--- src/shared/rpr_pkg.sv ---
// Constants for the ranging and phase result register block.
// Behaviour
// (RULE_01) Correlator samples at plus 500, 750, 1000 ns. The 750 ns tap truncates to 187 cycles, so it samples at 748 ns.
// (RULE_02) Correlator registers full unsigned byte, reset zero.
// (RULE_03) First frequency offset after header detection.
// (RULE_04) Frame end replaces offset with accumulated value.
// (RULE_05) Offset is signed byte, minus to plus ninety.
// (RULE_06) Flight time 24 bits, low byte lowest address.
// (RULE_07) Flight counter increments at 16 MHz.
// (RULE_08) Phase delay versus internal low IF reference.
// (RULE_09) Control bit 5 enables phase mode, reset off.
// (RULE_10) Control bit 4 selects inverse IF position.
// (RULE_11) Phase result refreshes every 8 us when enabled.
// (RULE_12) Results visible only with view enable; writes ignored. The phase result reads without view enable.
package rpr_pkg;
    localparam logic [7:0] RPR_OFS_CTRL = 8'h03;
    localparam logic [7:0] RPR_OFS_PHASE = 8'h3b;
    localparam logic [7:0] RPR_OFS_CPM500 = 8'h79;
    localparam logic [7:0] RPR_OFS_CPM750 = 8'h7a;
    localparam logic [7:0] RPR_OFS_CPM1000 = 8'h7b;
    localparam logic [7:0] RPR_OFS_FEC = 8'h7c;
    localparam logic [7:0] RPR_OFS_TIM0 = 8'h7d;
    localparam logic [7:0] RPR_OFS_TIM1 = 8'h7e;
    localparam logic [7:0] RPR_OFS_TIM2 = 8'h7f;
    localparam logic [7:0] RPR_CTRL_RESET = 8'h09;
    localparam logic [7:0] RPR_CTRL_WMASK = 8'hbf;
    localparam int RPR_BIT_VIEW = 7;
    localparam int RPR_BIT_PHASE_EN = 5;
    localparam int RPR_BIT_IF_INV = 4;
    localparam int RPR_CLK_MHZ = 250;
    localparam int RPR_TICK_MHZ = 16;
    localparam int RPR_TICK_MILLI = RPR_CLK_MHZ * 1000 / RPR_TICK_MHZ;
    localparam int RPR_PHASE_US = 8;
    localparam int RPR_PHASE_CYC = RPR_PHASE_US * RPR_CLK_MHZ;
    localparam int RPR_SAMP_NS_0 = 500;
    localparam int RPR_SAMP_NS_1 = 750;
    localparam int RPR_SAMP_NS_2 = 1000;
    localparam int RPR_SAMP_CYC_0 = RPR_SAMP_NS_0 * RPR_CLK_MHZ / 1000;
    localparam int RPR_SAMP_CYC_1 = RPR_SAMP_NS_1 * RPR_CLK_MHZ / 1000;
    localparam int RPR_SAMP_CYC_2 = RPR_SAMP_NS_2 * RPR_CLK_MHZ / 1000;
endpackage

--- src/rtl/rpr_result_regs.sv ---
// Ranging and phase result registers behind an AHB-Lite slave.
`timescale 1ns/100ps
module rpr_result_regs
    import rpr_pkg::*;
(
    input wire logic hclk,
    input wire logic hresetn,
    input wire logic hsel,
    input wire logic [31:0] haddr,
    input wire logic [1:0] htrans,
    input wire logic hwrite,
    input wire logic [2:0] hsize,
    input wire logic [31:0] hwdata,
    input wire logic hready,
    output logic hreadyout,
    output logic hresp,
    output logic [31:0] hrdata,
    input wire logic sync_peak,
    input wire logic [7:0] corr_mag,
    input wire logic header_detect,
    input wire logic frame_end,
    input wire logic [7:0] freq_offset_value,
    input wire logic flight_start,
    input wire logic flight_stop,
    input wire logic rx_phase,
    input wire logic ref_phase,
    output logic phase_unit_enable,
    output logic phase_if_invert
);
    typedef struct packed {
        logic [1:0] rx_sync;
        logic [1:0] ref_sync;
        logic wr_pend;
        logic [7:0] wr_addr;
        logic [7:0] ctrl;
        logic [7:0] fec;
        logic [23:0] flight;
        logic timing;
        logic [31:0] tick_acc;
        logic [11:0] ph_cnt;
        logic [7:0] ph_acc;
        logic [7:0] phase;
        logic [31:0] rdata;
        logic en_o;
        logic inv_o;
    } rpr_state_t;
    rpr_state_t st_reg;
    rpr_state_t st_next;
    logic [7:0] cpm500;
    logic [7:0] cpm750;
    logic [7:0] cpm1000;
    logic [7:0] raddr;
    logic addr_ok;
    logic view;
    logic [7:0] rd_byte;
    logic mism;

    rpr_sample_tap #(.DELAY(RPR_SAMP_CYC_0)) u_tap500 (
        .hclk(hclk),
        .hresetn(hresetn),
        .peak(sync_peak),
        .mag(corr_mag),
        .sample(cpm500)
    );

    rpr_sample_tap #(.DELAY(RPR_SAMP_CYC_1)) u_tap750 (
        .hclk(hclk),
        .hresetn(hresetn),
        .peak(sync_peak),
        .mag(corr_mag),
        .sample(cpm750)
    );

    rpr_sample_tap #(.DELAY(RPR_SAMP_CYC_2)) u_tap1000 (
        .hclk(hclk),
        .hresetn(hresetn),
        .peak(sync_peak),
        .mag(corr_mag),
        .sample(cpm1000)
    );

    assign raddr = haddr[9:2];
    assign addr_ok = hsel && hready && htrans[1];
    assign view = st_reg.ctrl[RPR_BIT_VIEW];
    // The reference and received phases arrive from the analog side, so they are resampled.
    assign mism = st_reg.rx_sync[1] ^ (st_reg.ref_sync[1] ^ st_reg.ctrl[RPR_BIT_IF_INV]); // RULE_08

    always_comb begin
        rd_byte = 8'h00;
        unique case (raddr)
            RPR_OFS_CTRL: rd_byte = st_reg.ctrl;
            RPR_OFS_PHASE: rd_byte = st_reg.phase;
            RPR_OFS_CPM500: rd_byte = view ? cpm500 : 8'h00; // RULE_12
            RPR_OFS_CPM750: rd_byte = view ? cpm750 : 8'h00;
            RPR_OFS_CPM1000: rd_byte = view ? cpm1000 : 8'h00;
            RPR_OFS_FEC: rd_byte = view ? st_reg.fec : 8'h00;
            RPR_OFS_TIM0: rd_byte = view ? st_reg.flight[7:0] : 8'h00; // RULE_06
            RPR_OFS_TIM1: rd_byte = view ? st_reg.flight[15:8] : 8'h00;
            RPR_OFS_TIM2: rd_byte = view ? st_reg.flight[23:16] : 8'h00;
            default: rd_byte = 8'h00;
        endcase
    end

    always_comb begin
        st_next = st_reg;
        st_next.rx_sync = {st_reg.rx_sync[0], rx_phase};
        st_next.ref_sync = {st_reg.ref_sync[0], ref_phase};
        st_next.wr_pend = 1'b0;
        if (addr_ok) begin
            st_next.rdata = {24'h000000, rd_byte};
            st_next.wr_pend = hwrite;
            st_next.wr_addr = raddr;
        end
        // Only the control register takes writes; result addresses drop them.
        if (st_reg.wr_pend && st_reg.wr_addr == RPR_OFS_CTRL) begin // RULE_12
            st_next.ctrl = hwdata[7:0] & RPR_CTRL_WMASK; // RULE_09 RULE_10
        end
        st_next.en_o = st_next.ctrl[RPR_BIT_PHASE_EN];
        st_next.inv_o = st_next.ctrl[RPR_BIT_IF_INV];
        if (frame_end) begin
            st_next.fec = freq_offset_value; // RULE_04 RULE_05
        end else if (header_detect) begin
            st_next.fec = freq_offset_value; // RULE_03
        end
        // Fractional accumulator gives an average 16 MHz tick from the 250 MHz clock.
        if (st_reg.timing) begin
            if (st_reg.tick_acc + 32'd1000 >= 32'(RPR_TICK_MILLI)) begin
                st_next.tick_acc = st_reg.tick_acc + 32'd1000 - 32'(RPR_TICK_MILLI);
                st_next.flight = st_reg.flight + 24'h000001; // RULE_07
            end else begin
                st_next.tick_acc = st_reg.tick_acc + 32'd1000;
            end
            if (flight_stop) begin
                st_next.timing = 1'b0;
            end
        end
        if (flight_start) begin
            st_next.timing = 1'b1;
            st_next.flight = 24'h000000;
            st_next.tick_acc = 32'h00000000;
        end
        // Phase is the share of a window where the two signs disagree, 0..250 covers 0..360.
        if (st_reg.ctrl[RPR_BIT_PHASE_EN]) begin
            if (st_reg.ph_cnt == 12'(RPR_PHASE_CYC - 1)) begin
                st_next.ph_cnt = 12'h000;
                st_next.phase = st_reg.ph_acc; // RULE_11
                st_next.ph_acc = 8'h00;
            end else begin
                st_next.ph_cnt = st_reg.ph_cnt + 12'h001;
                if (mism && st_reg.ph_cnt[2:0] == 3'h0) begin
                    st_next.ph_acc = st_reg.ph_acc + 8'h01; // RULE_08
                end
            end
        end else begin
            st_next.ph_cnt = 12'h000;
            st_next.ph_acc = 8'h00;
        end
    end

    always_ff @(posedge hclk or negedge hresetn) begin
        if (!hresetn) begin
            st_reg <= '0;
            st_reg.ctrl <= RPR_CTRL_RESET; // RULE_09 RULE_10
        end else begin
            st_reg <= st_next;
        end
    end

    assign hreadyout = 1'b1;
    assign hresp = 1'b0;
    assign hrdata = st_reg.rdata;
    assign phase_unit_enable = st_reg.en_o;
    assign phase_if_invert = st_reg.inv_o;

    a_phase_period: assert property (@(posedge hclk) disable iff (!hresetn) // RULE_11
        (st_reg.ph_cnt != 12'h000 && st_reg.ph_cnt != 12'(RPR_PHASE_CYC - 1)) |=> $stable(st_reg.phase))
        else $error("phase result changed mid window");
    a_fec_end: assert property (@(posedge hclk) disable iff (!hresetn) // RULE_04
        frame_end |=> st_reg.fec == $past(freq_offset_value))
        else $error("frequency offset not taken at frame end");
    a_fec_hdr: assert property (@(posedge hclk) disable iff (!hresetn) // RULE_03
        (header_detect && !frame_end) |=> st_reg.fec == $past(freq_offset_value))
        else $error("frequency offset not taken at header");
    a_view_hide: assert property (@(posedge hclk) disable iff (!hresetn) // RULE_12
        (addr_ok && !hwrite && !view && raddr == RPR_OFS_FEC) |=> hrdata == 32'h0)
        else $error("result visible without view enable");
    a_ctrl_write: assert property (@(posedge hclk) disable iff (!hresetn) // RULE_09
        (st_reg.wr_pend && st_reg.wr_addr == RPR_OFS_CTRL) |=>
        phase_unit_enable == $past(hwdata[RPR_BIT_PHASE_EN]))
        else $error("phase enable not written");
    a_if_inv: assert property (@(posedge hclk) disable iff (!hresetn) // RULE_10
        phase_if_invert == st_reg.ctrl[RPR_BIT_IF_INV])
        else $error("inverse bit output mismatch");
    a_ro_result: assert property (@(posedge hclk) disable iff (!hresetn) // RULE_12
        (st_reg.wr_pend && st_reg.wr_addr != RPR_OFS_CTRL) |=> $stable(st_reg.ctrl))
        else $error("write to result register took effect");
    a_flight_hold: assert property (@(posedge hclk) disable iff (!hresetn) // RULE_07
        (!st_reg.timing && !flight_start) |=> $stable(st_reg.flight))
        else $error("flight count moved while idle");
    a_phase_off: assert property (@(posedge hclk) disable iff (!hresetn) // RULE_11
        !st_reg.ctrl[RPR_BIT_PHASE_EN] |=> $stable(st_reg.phase))
        else $error("phase updated while disabled");

    a_okay_resp: assert property (@(posedge hclk) disable iff (!hresetn) // RULE_12
        hresp == 1'b0)
        else $error("error response seen");

    a_ready_high: assert property (@(posedge hclk) disable iff (!hresetn) // RULE_12
        hreadyout == 1'b1)
        else $error("wait state inserted");

    a_rdata_upper: assert property (@(posedge hclk) disable iff (!hresetn) // RULE_06
        hrdata[31:8] == 24'h000000)
        else $error("read data upper bits not zero");

    a_ctrl_bit6: assert property (@(posedge hclk) disable iff (!hresetn) // RULE_09
        st_reg.ctrl[6] == 1'b0)
        else $error("reserved control bit set");

    a_en_mirror: assert property (@(posedge hclk) disable iff (!hresetn) // RULE_09
        phase_unit_enable == st_reg.ctrl[RPR_BIT_PHASE_EN])
        else $error("phase enable output mismatch");

    a_ctrl_hold: assert property (@(posedge hclk) disable iff (!hresetn) // RULE_12
        !(st_reg.wr_pend && st_reg.wr_addr == RPR_OFS_CTRL) |=> $stable(st_reg.ctrl))
        else $error("control changed without write");

    a_view_hide_c500: assert property (@(posedge hclk) disable iff (!hresetn) // RULE_12
        (addr_ok && !view && raddr == RPR_OFS_CPM500) |=> hrdata == 32'h0)
        else $error("sample visible without view enable");

    a_view_hide_c750: assert property (@(posedge hclk) disable iff (!hresetn) // RULE_12
        (addr_ok && !view && raddr == RPR_OFS_CPM750) |=> hrdata == 32'h0)
        else $error("sample visible without view enable");

    a_view_hide_c1000: assert property (@(posedge hclk) disable iff (!hresetn) // RULE_12
        (addr_ok && !view && raddr == RPR_OFS_CPM1000) |=> hrdata == 32'h0)
        else $error("sample visible without view enable");

    a_view_hide_t0: assert property (@(posedge hclk) disable iff (!hresetn) // RULE_12
        (addr_ok && !view && raddr == RPR_OFS_TIM0) |=> hrdata == 32'h0)
        else $error("flight time visible without view enable");

    a_view_hide_t1: assert property (@(posedge hclk) disable iff (!hresetn) // RULE_12
        (addr_ok && !view && raddr == RPR_OFS_TIM1) |=> hrdata == 32'h0)
        else $error("flight time visible without view enable");

    a_view_hide_t2: assert property (@(posedge hclk) disable iff (!hresetn) // RULE_12
        (addr_ok && !view && raddr == RPR_OFS_TIM2) |=> hrdata == 32'h0)
        else $error("flight time visible without view enable");

    a_view_show_fec: assert property (@(posedge hclk) disable iff (!hresetn) // RULE_05
        (addr_ok && view && raddr == RPR_OFS_FEC) |=> hrdata[7:0] == $past(st_reg.fec))
        else $error("frequency offset read wrong");

    a_view_show_t0: assert property (@(posedge hclk) disable iff (!hresetn) // RULE_06
        (addr_ok && view && raddr == RPR_OFS_TIM0) |=> hrdata[7:0] == $past(st_reg.flight[7:0]))
        else $error("flight low byte read wrong");

    a_view_show_t1: assert property (@(posedge hclk) disable iff (!hresetn) // RULE_06
        (addr_ok && view && raddr == RPR_OFS_TIM1) |=> hrdata[7:0] == $past(st_reg.flight[15:8]))
        else $error("flight mid byte read wrong");

    a_view_show_t2: assert property (@(posedge hclk) disable iff (!hresetn) // RULE_06
        (addr_ok && view && raddr == RPR_OFS_TIM2) |=> hrdata[7:0] == $past(st_reg.flight[23:16]))
        else $error("flight high byte read wrong");

    a_phase_read: assert property (@(posedge hclk) disable iff (!hresetn) // RULE_11
        (addr_ok && raddr == RPR_OFS_PHASE) |=> hrdata[7:0] == $past(st_reg.phase))
        else $error("phase result read wrong");

    a_ctrl_read: assert property (@(posedge hclk) disable iff (!hresetn) // RULE_09
        (addr_ok && raddr == RPR_OFS_CTRL) |=> hrdata[7:0] == $past(st_reg.ctrl))
        else $error("control read wrong");

    a_rdata_hold: assert property (@(posedge hclk) disable iff (!hresetn) // RULE_12
        !addr_ok |=> $stable(hrdata))
        else $error("read data changed without transfer");

    a_flight_clear: assert property (@(posedge hclk) disable iff (!hresetn) // RULE_07
        flight_start |=> st_reg.flight == 24'h000000)
        else $error("flight count not cleared at start");

    a_flight_step: assert property (@(posedge hclk) disable iff (!hresetn) // RULE_07
        (st_reg.timing && !flight_start) |=> (st_reg.flight - $past(st_reg.flight)) <= 24'h000001)
        else $error("flight count jumped");

    a_flight_stop: assert property (@(posedge hclk) disable iff (!hresetn) // RULE_07
        (st_reg.timing && flight_stop && !flight_start) |=> !st_reg.timing)
        else $error("flight count did not stop");

    a_phase_idle: assert property (@(posedge hclk) disable iff (!hresetn) // RULE_11
        !st_reg.ctrl[RPR_BIT_PHASE_EN] |=> st_reg.ph_cnt == 12'h000)
        else $error("phase window ran while disabled");

    a_phase_cnt_max: assert property (@(posedge hclk) disable iff (!hresetn) // RULE_11
        st_reg.ph_cnt <= 12'(RPR_PHASE_CYC - 1))
        else $error("phase window overran");

    a_phase_step: assert property (@(posedge hclk) disable iff (!hresetn) // RULE_11
        (st_reg.ctrl[RPR_BIT_PHASE_EN] && st_reg.ph_cnt == 12'(RPR_PHASE_CYC - 1)) |=>
        st_reg.phase == $past(st_reg.ph_acc))
        else $error("phase result not refreshed at window end");

    a_acc_limit: assert property (@(posedge hclk) disable iff (!hresetn) // RULE_08
        st_reg.ph_acc <= 8'(RPR_PHASE_CYC / 8))
        else $error("phase accumulator beyond window");

    a_tick_bound: assert property (@(posedge hclk) disable iff (!hresetn) // RULE_07
        st_reg.tick_acc < 32'(RPR_TICK_MILLI))
        else $error("tick accumulator out of range");

    a_fec_hold: assert property (@(posedge hclk) disable iff (!hresetn) // RULE_03
        (!frame_end && !header_detect) |=> $stable(st_reg.fec))
        else $error("frequency offset changed without event");

    c_ctrl_wr: cover property (@(posedge hclk) st_reg.wr_pend && st_reg.wr_addr == RPR_OFS_CTRL);
    c_phase_upd: cover property (@(posedge hclk) st_reg.ph_cnt == 12'(RPR_PHASE_CYC - 1));
    c_frame: cover property (@(posedge hclk) header_detect ##[1:50] frame_end);
    c_flight: cover property (@(posedge hclk) flight_start ##[20:100] flight_stop);
endmodule // rpr_result_regs

--- src/rtl/rpr_sample_tap.sv ---
// One delayed capture of the correlator magnitude after the peak.
`timescale 1ns/100ps
module rpr_sample_tap
    import rpr_pkg::*;
#(
    parameter int DELAY = 125
) (
    input wire logic hclk,
    input wire logic hresetn,
    input wire logic peak,
    input wire logic [7:0] mag,
    output logic [7:0] sample
);
    typedef struct packed {
        logic busy;
        logic [9:0] cnt;
        logic [7:0] val;
    } rpr_tap_t;
    rpr_tap_t st_reg;
    rpr_tap_t st_next;

    always_comb begin
        st_next = st_reg;
        if (peak) begin
            st_next.busy = 1'b1;
            st_next.cnt = 10'h000;
        end else if (st_reg.busy) begin
            st_next.cnt = st_reg.cnt + 10'h001;
            if (st_reg.cnt == 10'(DELAY - 1)) begin
                st_next.busy = 1'b0;
                st_next.val = mag; // RULE_01
            end
        end
    end

    always_ff @(posedge hclk or negedge hresetn) begin
        if (!hresetn) begin
            st_reg <= '0; // RULE_02
        end else begin
            st_reg <= st_next;
        end
    end

    assign sample = st_reg.val;

    a_tap_capture: assert property (@(posedge hclk) disable iff (!hresetn) // RULE_01
        (peak ##1 (!peak) [*2]) |-> $stable(sample))
        else $error("tap changed too early after peak");
endmodule // rpr_sample_tap

--- config.mk ---
export PLATFORM = sky130hd
export DESIGN_NAME = rpr_result_regs
export DESIGN_NICKNAME = d
export VERILOG_FILES = /design/src/shared/rpr_pkg.sv /design/src/rtl/rpr_result_regs.sv /design/src/rtl/rpr_sample_tap.sv
export SDC_FILE = /design/constraint.sdc
export NUM_CORES = 1
export LEC_CHECK = 0
export BUFFER_PORTS_ARGS = -buffer_cell sky130_fd_sc_hd__buf_2
export CORE_UTILIZATION = 40
export CTS_CLUSTER_SIZE = 8
export DETAILED_ROUTE_END_ITERATION = 6
export MAX_ROUTING_LAYER = met4
export PLACE_DENSITY = 0.7
export SLEW_MARGIN = 20
export SYNTH_ARGS = -nofsm -noshare
export SYNTH_HDL_FRONTEND = slang
export SYNTH_SLANG_ARGS = --single-unit
--- constraint.sdc ---
create_clock -name hclk -period 5.6 [get_ports hclk]
set_clock_uncertainty 0.1 [all_clocks]
set_input_delay 0 -clock hclk [delete_from_list [all_inputs] [get_ports hclk]]
set_output_delay 0 -clock hclk [all_outputs]
set_load 0.02 [all_outputs]
Word level (Yosys, flattened, before mapping)
Index checks and enable logic that the tools add are counted.
{"block": "totals", "inputBits": 97, "reg_bits": 180}
{"block": "classes", "reduce_logical": 16, "bitwise_logic": 3, "eq_ne": 15, "n_lt_le_gt_ge": 1, "add_sub_neg": 8, "muxes": 32}
{"cell": "two-way mux 57 bit", "n": 2}
{"cell": "two-way mux 8 bit", "n": 13}
{"cell": "case mux 8 bit (9 select lines)", "n": 1}
{"cell": "two-way mux 19 bit", "n": 3}
{"cell": "== test 8 x 7 -> 1 bit (second input constant)", "n": 7}
{"cell": "two-way mux 20 bit", "n": 2}
{"cell": "two-way mux 11 bit", "n": 3}
{"cell": "adder 32 x 10 -> 32 bit (second input constant)", "n": 1}
{"cell": ">= comparator 32 x 14 -> 1 bit (second input constant)", "n": 1}
{"cell": "two-way mux 32 bit", "n": 1}
{"cell": "subtractor 32 x 14 -> 32 bit (second input constant)", "n": 1}
{"cell": "adder 10 x 1 -> 10 bit (second input constant)", "n": 3}
{"cell": "adder 24 x 1 -> 24 bit (second input constant)", "n": 1}
{"cell": "two-way mux 24 bit", "n": 1}
{"cell": "== test 10 x 8 -> 1 bit (second input constant)", "n": 2}
{"cell": "== test 8 x 2 -> 1 bit (second input constant)", "n": 2}
{"cell": "adder 12 x 1 -> 12 bit (second input constant)", "n": 1}
{"cell": "== test 12 x 11 -> 1 bit (second input constant)", "n": 1}
{"cell": "nonzero test 2 bit", "n": 6}
{"cell": "== test 10 x 7 -> 1 bit (second input constant)", "n": 1}
{"cell": "two-way mux 9 bit", "n": 1}
{"cell": "AND reduction 3 bit", "n": 3}
{"cell": "adder 8 x 1 -> 8 bit (second input constant)", "n": 1}
{"cell": "== test 8 x 6 -> 1 bit (second input constant)", "n": 1}
{"cell": "8 further kinds", "n": 16}

Longest topological paths before layout
Gate-level depths: netlist of the first run.
{"block": "depth", "word_depth": 6, "depth_mapped": 15}

Hierarchy
Synthesis of the first run repeated with hierarchy kept, for this count alone.
{"block": "unflattened", "cells_unflattened": 1092, "area_unflattened_um2": 10752.8}
{"mod": "rpr_result_regs", "seq_area_each_um2": 3030.4, "cells_each": 848, "n_inst": 1, "area_per_inst_um2": 7928.9}
{"mod": "rpr_sample_tap at u_tap750", "seq_area_each_um2": 475.5, "cells_each": 82, "n_inst": 1, "area_per_inst_um2": 949.7}
{"mod": "rpr_sample_tap at u_tap500", "seq_area_each_um2": 475.5, "cells_each": 81, "n_inst": 1, "area_per_inst_um2": 944.7}
{"mod": "rpr_sample_tap at u_tap1000", "seq_area_each_um2": 475.5, "cells_each": 81, "n_inst": 1, "area_per_inst_um2": 929.6}

Worst setup path after synthesis of the first run
OpenSTA, ideal clock, no wires.
{"block": "synth_timing", "path_type": "register to register", "startpoint": "register st_reg[65] in the netlist's numbering", "endpoint": "register st_reg[73] in the netlist's numbering", "setup_ns": 0.128, "path_stages_with_launch": 15, "setup_slack_ns": 1.909, "t_arrival_ns": 3.464, "path_buffers": 3, "cell_sequence": "dfrtp_1 -> buf_2 -> inv_1 -> ha_1 -> or4b_1 -> a211oi_2 -> a211oi_1 -> o21ai_2 -> nand4_2 -> or3_1 -> buf_2 -> buf_6 -> a41oi_2 -> o2111ai_1 -> mux2_1"}
{"block": "synth_between", "elab_chain_len": 5}
{"item": "start, declared", "line_no": "rpr_result_regs.sv:47", "source": "rpr_state_t st_reg;"}
{"item": "start signal, assigned", "line_no": "rpr_result_regs.sv:165", "source": "st_reg <= st_next;"}
{"item": "adder 32 x 10 -> 32 bit (*)", "line_no": "rpr_result_regs.sv:127, rpr_result_regs.sv:128, rpr_result_regs.sv:131"}
{"item": "subtractor 32 x 14 -> 32 bit / >= comparator 32 x 14 -> 1 bit (equally long branches)", "line_no": "rpr_result_regs.sv:128, rpr_result_regs.sv:127"}
{"item": "two-way mux 32 bit (*)", "line_no": "rpr_result_regs.sv:127", "source": "if (st_reg.tick_acc + 32'd1000 >= 32'(RPR_TICK_MILLI)) begin"}
{"item": "two-way mux 57 bit (*)", "line_no": "rpr_result_regs.sv:126", "source": "if (st_reg.timing) begin"}
{"item": "two-way mux 57 bit (*)", "line_no": "rpr_result_regs.sv:137", "source": "if (flight_start) begin"}
Mark *: on every way between the ends. The rest lies on a longest branch, timed or not. The select of a mux whose other input is x is not followed.
A chain may end at the register's enable or synchronous reset.

Final worst setup path of the first run
{"block": "layout_timing", "startpoint": "register st_reg[65] in the netlist's numbering", "endpoint": "register st_reg[76] in the netlist's numbering"}
The elaborated chain is that of the path after synthesis.

==> results of run 1 <==
power breakdown:
group / switching [W] / internal, W / total, W
clock: 0.000647 / 0.000628 / 0.00128
combinational: 0.000907 / 0.000698 / 0.00161
sequential: 0.000222 / 0.00141 / 0.00163
critical path: stages, from the launching register on:
cell       delay, ns
dfrtp_1         0.58
ha_1            0.51
inv_1           0.19
a2111oi_0       0.56
a211oi_1        0.24
o21ai_2         0.15
buf_4           0.18
nand4_2         0.16
or3_1           0.82
and3_1          0.38
o21ai_0         0.17
mux2_2          0.36
layout make-up:
class | instances | area [um^2] | area share
Inverter | 32 | 120.1 | 0.01008
Sequential cell | 178 | 4457 | 0.3739
Clock buffer | 17 | 425.4 | 0.03569
Tap cell | 335 | 419.2 | 0.03516
Multi-Input combinational cell | 814 | 5572 | 0.4674
Clock inverter | 15 | 220.2 | 0.01847
Timing Repair Buffer | 99 | 706.9 | 0.05931
worst paths after layout:
| path | endpoint | startpoint | cells past startpoint |
|---|---|---|---|
| max | st_reg[76] | st_reg[65] | 11 |
| min | st_reg[89] | hresetn | 2 |
| max reg2reg | st_reg[76] | st_reg[65] | 11 |
| min reg2reg | st_reg[145] | st_next[145] | 0 |
| max in group asynchronous | u_tap750.st_reg[18] | hresetn | 3 |
| min in group hclk | st_reg[123] | header_detect | 3 |
routing by layer:
layer,track usage,share of wire
met2,0.2897,0.48
met3,0.02863,0.033
met4,0.03753,0.010
met5,-,0
met1,0.2437,0.47
metrics by stage:
stage | utilization | hold slack [ns]
6_report | 0.4587 | 0.006354
5_1_grt | 0.4587 | 0.03735
4_1_cts | 0.4587 | 0.01599
3_5_place_dp | 0.4200 | -0.06155
3_3_place_gp | 0.4200 | -0.07085
2_1_floorplan | - | -0.3956
cells in the mapped netlist (all sizes together) (24+ instances only):
cell      n  share of area
clkbuf   42          0.015
nor2b    24          0.014
dfrtp   176           0.42
a21oi    38          0.018
nand3    45          0.021
xnor2    25          0.021
o21ai    54          0.026
inv      32          0.011
mux2     84          0.090
buf      53          0.034
and3     24          0.014
nor2    113          0.040
nand2    74          0.026
xor2     36          0.030
cell families (layout without fill, tap and decap cells):
| family | after synthesis | count (layout) |
|---|---|---|
| AND/OR/NAND/NOR | 418 | 418 |
| AO/OA/AOI/OAI | 198 | 198 |
| flip-flops | 178 | 178 |
| buffers and inverters | 127 | 163 |
| multiplexers | 97 | 97 |
| XOR/XNOR | 61 | 61 |
| adder cells (fa/ha/maj) | 14 | 14 |
| other | 2 | 26 |
repair_timing:
item	CTS	global route
buffers inserted	0	0
hold buffers	36	0
resized for setup	0	0
endpoints found under the hold margin	137	0
==> metrics.txt, run 1 <==
final setup violation count=0; Post-Synth XOR/XNOR Area=0.05121; leakage=5.196 nW; crit path DAT=4.73 ns; largest buffer count on any clock path=2; I/O Pins=133; outcome=finished clean; commonest non-fill, non-tap cell in the layout=dfrtp_1; Crit. End Element=flip-flop; nets@finish=1253; Port Buf Inserts=53; final hold vios=0; DRC=0; fin crit share=0.8057; RSZ-0062 raised after global routing=false; Syn Area/Cell=9.662 um^2; largest net degree at the start of global routing=68; Crit Path Class=flip-flop to flip-flop; setup ws final=1.088 ns; final non-filler cell area=11920 um^2; CTS H-Tree Depth=4; RD Place Congestion=0.8767; via count=8248; VDD IR max=0.2168 mV; gr ovfl total=0; antenna-violating nets left=0; # rows=59; Fmax=221.6 MHz; mux cell area share after synthesis=0.1060; Area growth syn-to-layout=12.67%; crit path time final=4.512 ns; Final TNS setup=0 ns; Top FF cell, synth=dfrtp_1; Slew Viols, Final=0; router iterations before antenna repair=5; 1st-iter DRT viols=552; Root Driver=clkbuf_16; layout cells sized above 1=0.1913; ANT cells=0; Post-DP Area=10910 um^2; Post-Syn Instances=1095; CTS Sinks=178; Worst-Margin Slew=1.060 ns; global-route usage over all layers=0.1816; largest family of logic cells by synthesized area=simple AND/OR/NAND/NOR gates; die height=164.6 um; Finished Layout Cells=1490; fillers=2438; leading cell types in the layout, fill and taps excluded=dfrtp_1, nor2_1, mux2_2, nand2_1, buf_2; Pwr Density=378.3 nW/um^2; post-synthesis adder-cell area fraction=0.01656; Placed Instances=1422; CTS tree=done; WP data required=5.82 ns; post-synthesis sequential area ratio=0.4212; Hold Path Class=primary input to asynchronous set/reset pin; total power=0.004509 W; Startpoint Class=flip-flop; pre-CTS WS=1.186 ns; setup slack, reg-to-reg=1.09 ns; die area=27100 um^2; Die X=164.6 um; initial antenna violation count=0; EDFF count, synth=0; worst-skew pair later-pin latency=0.44 ns; first-pass GRT wire length=38560 um; Starting Density=0.4072; #FFs+latches synth=178; Post-Synth Simple-Gate Area=0.2083; Async SR Flop Fraction=1.000; synthesized area=10580 um^2; Core ar.=25980 um^2; Reg clk slew, reported paths=0.08 ns; Slew headroom=0.2876; vias in the first global route=7788; final wirelength=23510 um; Largest register FFs=111; area fraction in compound gates after synthesis=0.1354; Post-DP HPWL=15750 um; wire per inst=15.78 um; warnings from Yosys=0; DR vias/cell=5.536; post-synthesis cell type count=92; Num CTS Buffers=17; MaxCap Viol Count=0; peak fanout along the critical path=27
(Power assumes the default switching activity.)
==> run 2, diff against run 1 <==
- PLACE_DENSITY: 0.7 -> 0.72
- clock period: 5.6 -> 3.7 ns (I/O delays scaled with it)
==> run 2 against run 1 <==
Sequential share of layout area shrank 1.6 points. Critical path depth is the same. Die area stayed put. Flip-flop and latch count unchanged. Worst setup slack got worse by 1.1 ns. Maximum frequency increased by 23%. Power is 62% higher. Combinational power up 89%. First-iteration DRC count is 20% higher. Non-clock buffer count is 55 higher. Design area up 4.4%. Critical path type unchanged.
==> metrics.txt, run 2 (synthesis results as in run 1) <==
outcome=finished clean (unchanged); wire per inst=16.01 um (was 15.78 um); nets@finish=1309 (was 1253); largest buffer count on any clock path=2 (unchanged); Fmax=272.9 MHz (was 221.6 MHz); cell mode on critical path=or4b_2; Die X=164.6 um (unchanged); cell family with most CP delay=simple AND/OR/NAND/NOR gates (unchanged); Reg clk slew, reported paths=0.08 ns (about the same); final hold vios=0 (unchanged); critical path's largest stage delay=0.67 ns (was 0.82 ns); crit path DAT=3.89 ns (was 4.73 ns); setup ws final=0.03608 ns (was 1.088 ns); Root Driver=clkbuf_16 (unchanged); CTS tree=done (unchanged); final wirelength=24780 um (was 23510 um); Hold Path Class=primary input to asynchronous set/reset pin (unchanged); gr ovfl total=0 (unchanged); Port Buf Inserts=53 (unchanged); VDD IR max=0.4252 mV (was 0.2168 mV); MaxCap Viol Count=0 (unchanged); crit path time final=3.664 ns (was 4.512 ns); RD Place Congestion=0.9596 (was 0.8767); initial antenna violation count=2 (was 0); leakage=5.471 nW (was 5.196 nW); DRC=0 (unchanged); I/O Pins=133 (unchanged); Crit. End Element=flip-flop (unchanged); die height=164.6 um (unchanged); DR vias/cell=5.516 (was 5.536); pre-CTS WS=0.02134 ns (was 1.186 ns); RSZ-0062 raised after global routing=true (was false); Hold WS=0.02831 ns (was 0.006354 ns); Pwr Density=586.3 nW/um^2 (was 378.3 nW/um^2); Crit Path Class=flip-flop to flip-flop (unchanged); Slew Viols, Final=0 (unchanged); via count=8538 (was 8248); Area growth syn-to-layout=17.59% (was 12.67%); antenna-violating nets left=0 (unchanged); Largest register FFs=111 (unchanged); Finished Layout Cells=1548 (was 1490); slowest stage cell on the critical path=or4b_2 (was or3_1); Startpoint Class=flip-flop (unchanged); router iterations before antenna repair=6 (was 5); Starting Density=0.4072 (unchanged); WP data required=3.93 ns (was 5.82 ns); Slew headroom=0.2132 (was 0.2876); # rows=59 (unchanged); CTS Sinks=178 (unchanged); fin crit share=0.9902 (was 0.8057); Placed Instances=1467 (was 1422); die area=27100 um^2 (unchanged); commonest non-fill, non-tap cell in the layout=dfrtp_1 (unchanged); global-route usage over all layers=0.1918 (was 0.1816); Worst-Margin Slew=1.171 ns (was 1.060 ns); Num CTS Buffers=17 (unchanged); layout cells sized above 1=0.2296 (was 0.1913); final setup violation count=0 (unchanged); leading cell types in the layout, fill and taps excluded=dfrtp_1, nor2_1, mux2_2, nand2_1, buf_4 (was dfrtp_1, nor2_1, mux2_2, nand2_1, buf_2); vias in the first global route=7986 (was 7788); first-pass GRT wire length=40070 um (was 38560 um); worst-skew pair later-pin latency=0.45 ns (was 0.44 ns); 1st-iter DRT viols=661 (was 552); Core ar.=25980 um^2 (unchanged); crit-path cells=inv_1 > ha_4 > or4b_2 > and4bb_2 > a211oi_2 > o211ai_4 > nor3_2 > buf_4 > or4b_2 > a21oi_1 > mux2_2 (was ha_1 > inv_1 > a2111oi_0 > a211oi_1 > o21ai_2 > buf_4 > nand4_2 > or3_1 > and3_1 > o21ai_0 > mux2_2); CTS H-Tree Depth=4 (unchanged); peak fanout along the critical path=14 (was 27); Bufs and invs on worst path=2 (unchanged); largest net degree at the start of global routing=77 (was 68); final core occ=0.4788 (was 0.4587); Post-DP HPWL=16730 um (was 15750 um)
run 2: cell types whose count changed in the layout (fill, tap and decap cells not counted), sizes merged:
cell and delta:
buf +47, clkinv +2, clkinvlp +1, diode +2, dlygate4sd3 +8, inv -3
or4 +1
run 2: repair_timing:
action                                  4_1_cts  5_1_grt
endpoints found under the hold margin       153        0
hold buffers                                 44        0
buffers inserted                              0        2
pin swaps                                     1        1
endpoints found under the setup margin        3       30
cloned                                        0        1
gates resized for setup                       2       12
run 2: report_power, final:
part / total, W / leakage (nW) / internal (W) / switching, W
logic: 0.00304 / 2.79 / 0.00140 / 0.00163
registers: 0.00238 / 2.39 / 0.00213 / 0.000245
clock network: 0.00188 / 0.299 / 0.000930 / 0.000951
run 2: through the flow:
| stage | power, W | cell area, um^2 | setup TNS (ns) |
|---|---|---|---|
| 5_1_grt | 0.007729 | 12440 | -0.5423 |
| 2_1_floorplan | 0.004407 | 10670 | 0 |
| 6_report | 0.007294 | 12440 | 0 |
| 3_3_place_gp | 0.005189 | 11260 | 0 |
| 3_5_place_dp | 0.005237 | 11260 | 0 |
| 4_1_cts | 0.007191 | 12350 | 0 |
run 2: routing by layer:
layer	share of wire	GRT usage	routed length (um)	vias to the layer above
met3	0.045	0.04395	1112	39
li1	-	-	-	4105
met1	0.46	0.2484	11370	4184
met5	0	-	0	-
met2	0.48	0.2987	11830	210
met4	0.019	0.05630	467	0
run 2: final cells by class:
type                    instances  area, um^2
fillers                      2345       13540
clock buffers                  17       425.4
multi-input cells             815        5655
diodes                          2       5.005
well taps                     335       419.2
flip-flops and latches        178        4458
clock inverters                15       205.2
repair buffers                154        1152
inverters                      32       120.1
run 2: path summary, 6_finish.rpt:
| path | startpoint | endpoint | slack (ns) | depth (start not counted) |
|---|---|---|---|---|
| max | st_reg[65] | st_reg[84] | 0.04 | 11 |
| min | hresetn | st_reg[88] | 0.03 | 2 |
| max reg2reg | st_reg[65] | st_reg[84] | 0.04 | 11 |
| min reg2reg | st_next[147] | st_reg[147] | 0.25 | 0 |
| max in group asynchronous | hresetn | st_reg[68] | 2.53 | 3 |
| min in group hclk | haddr[4] | st_reg[137] | 0.05 | 2 |
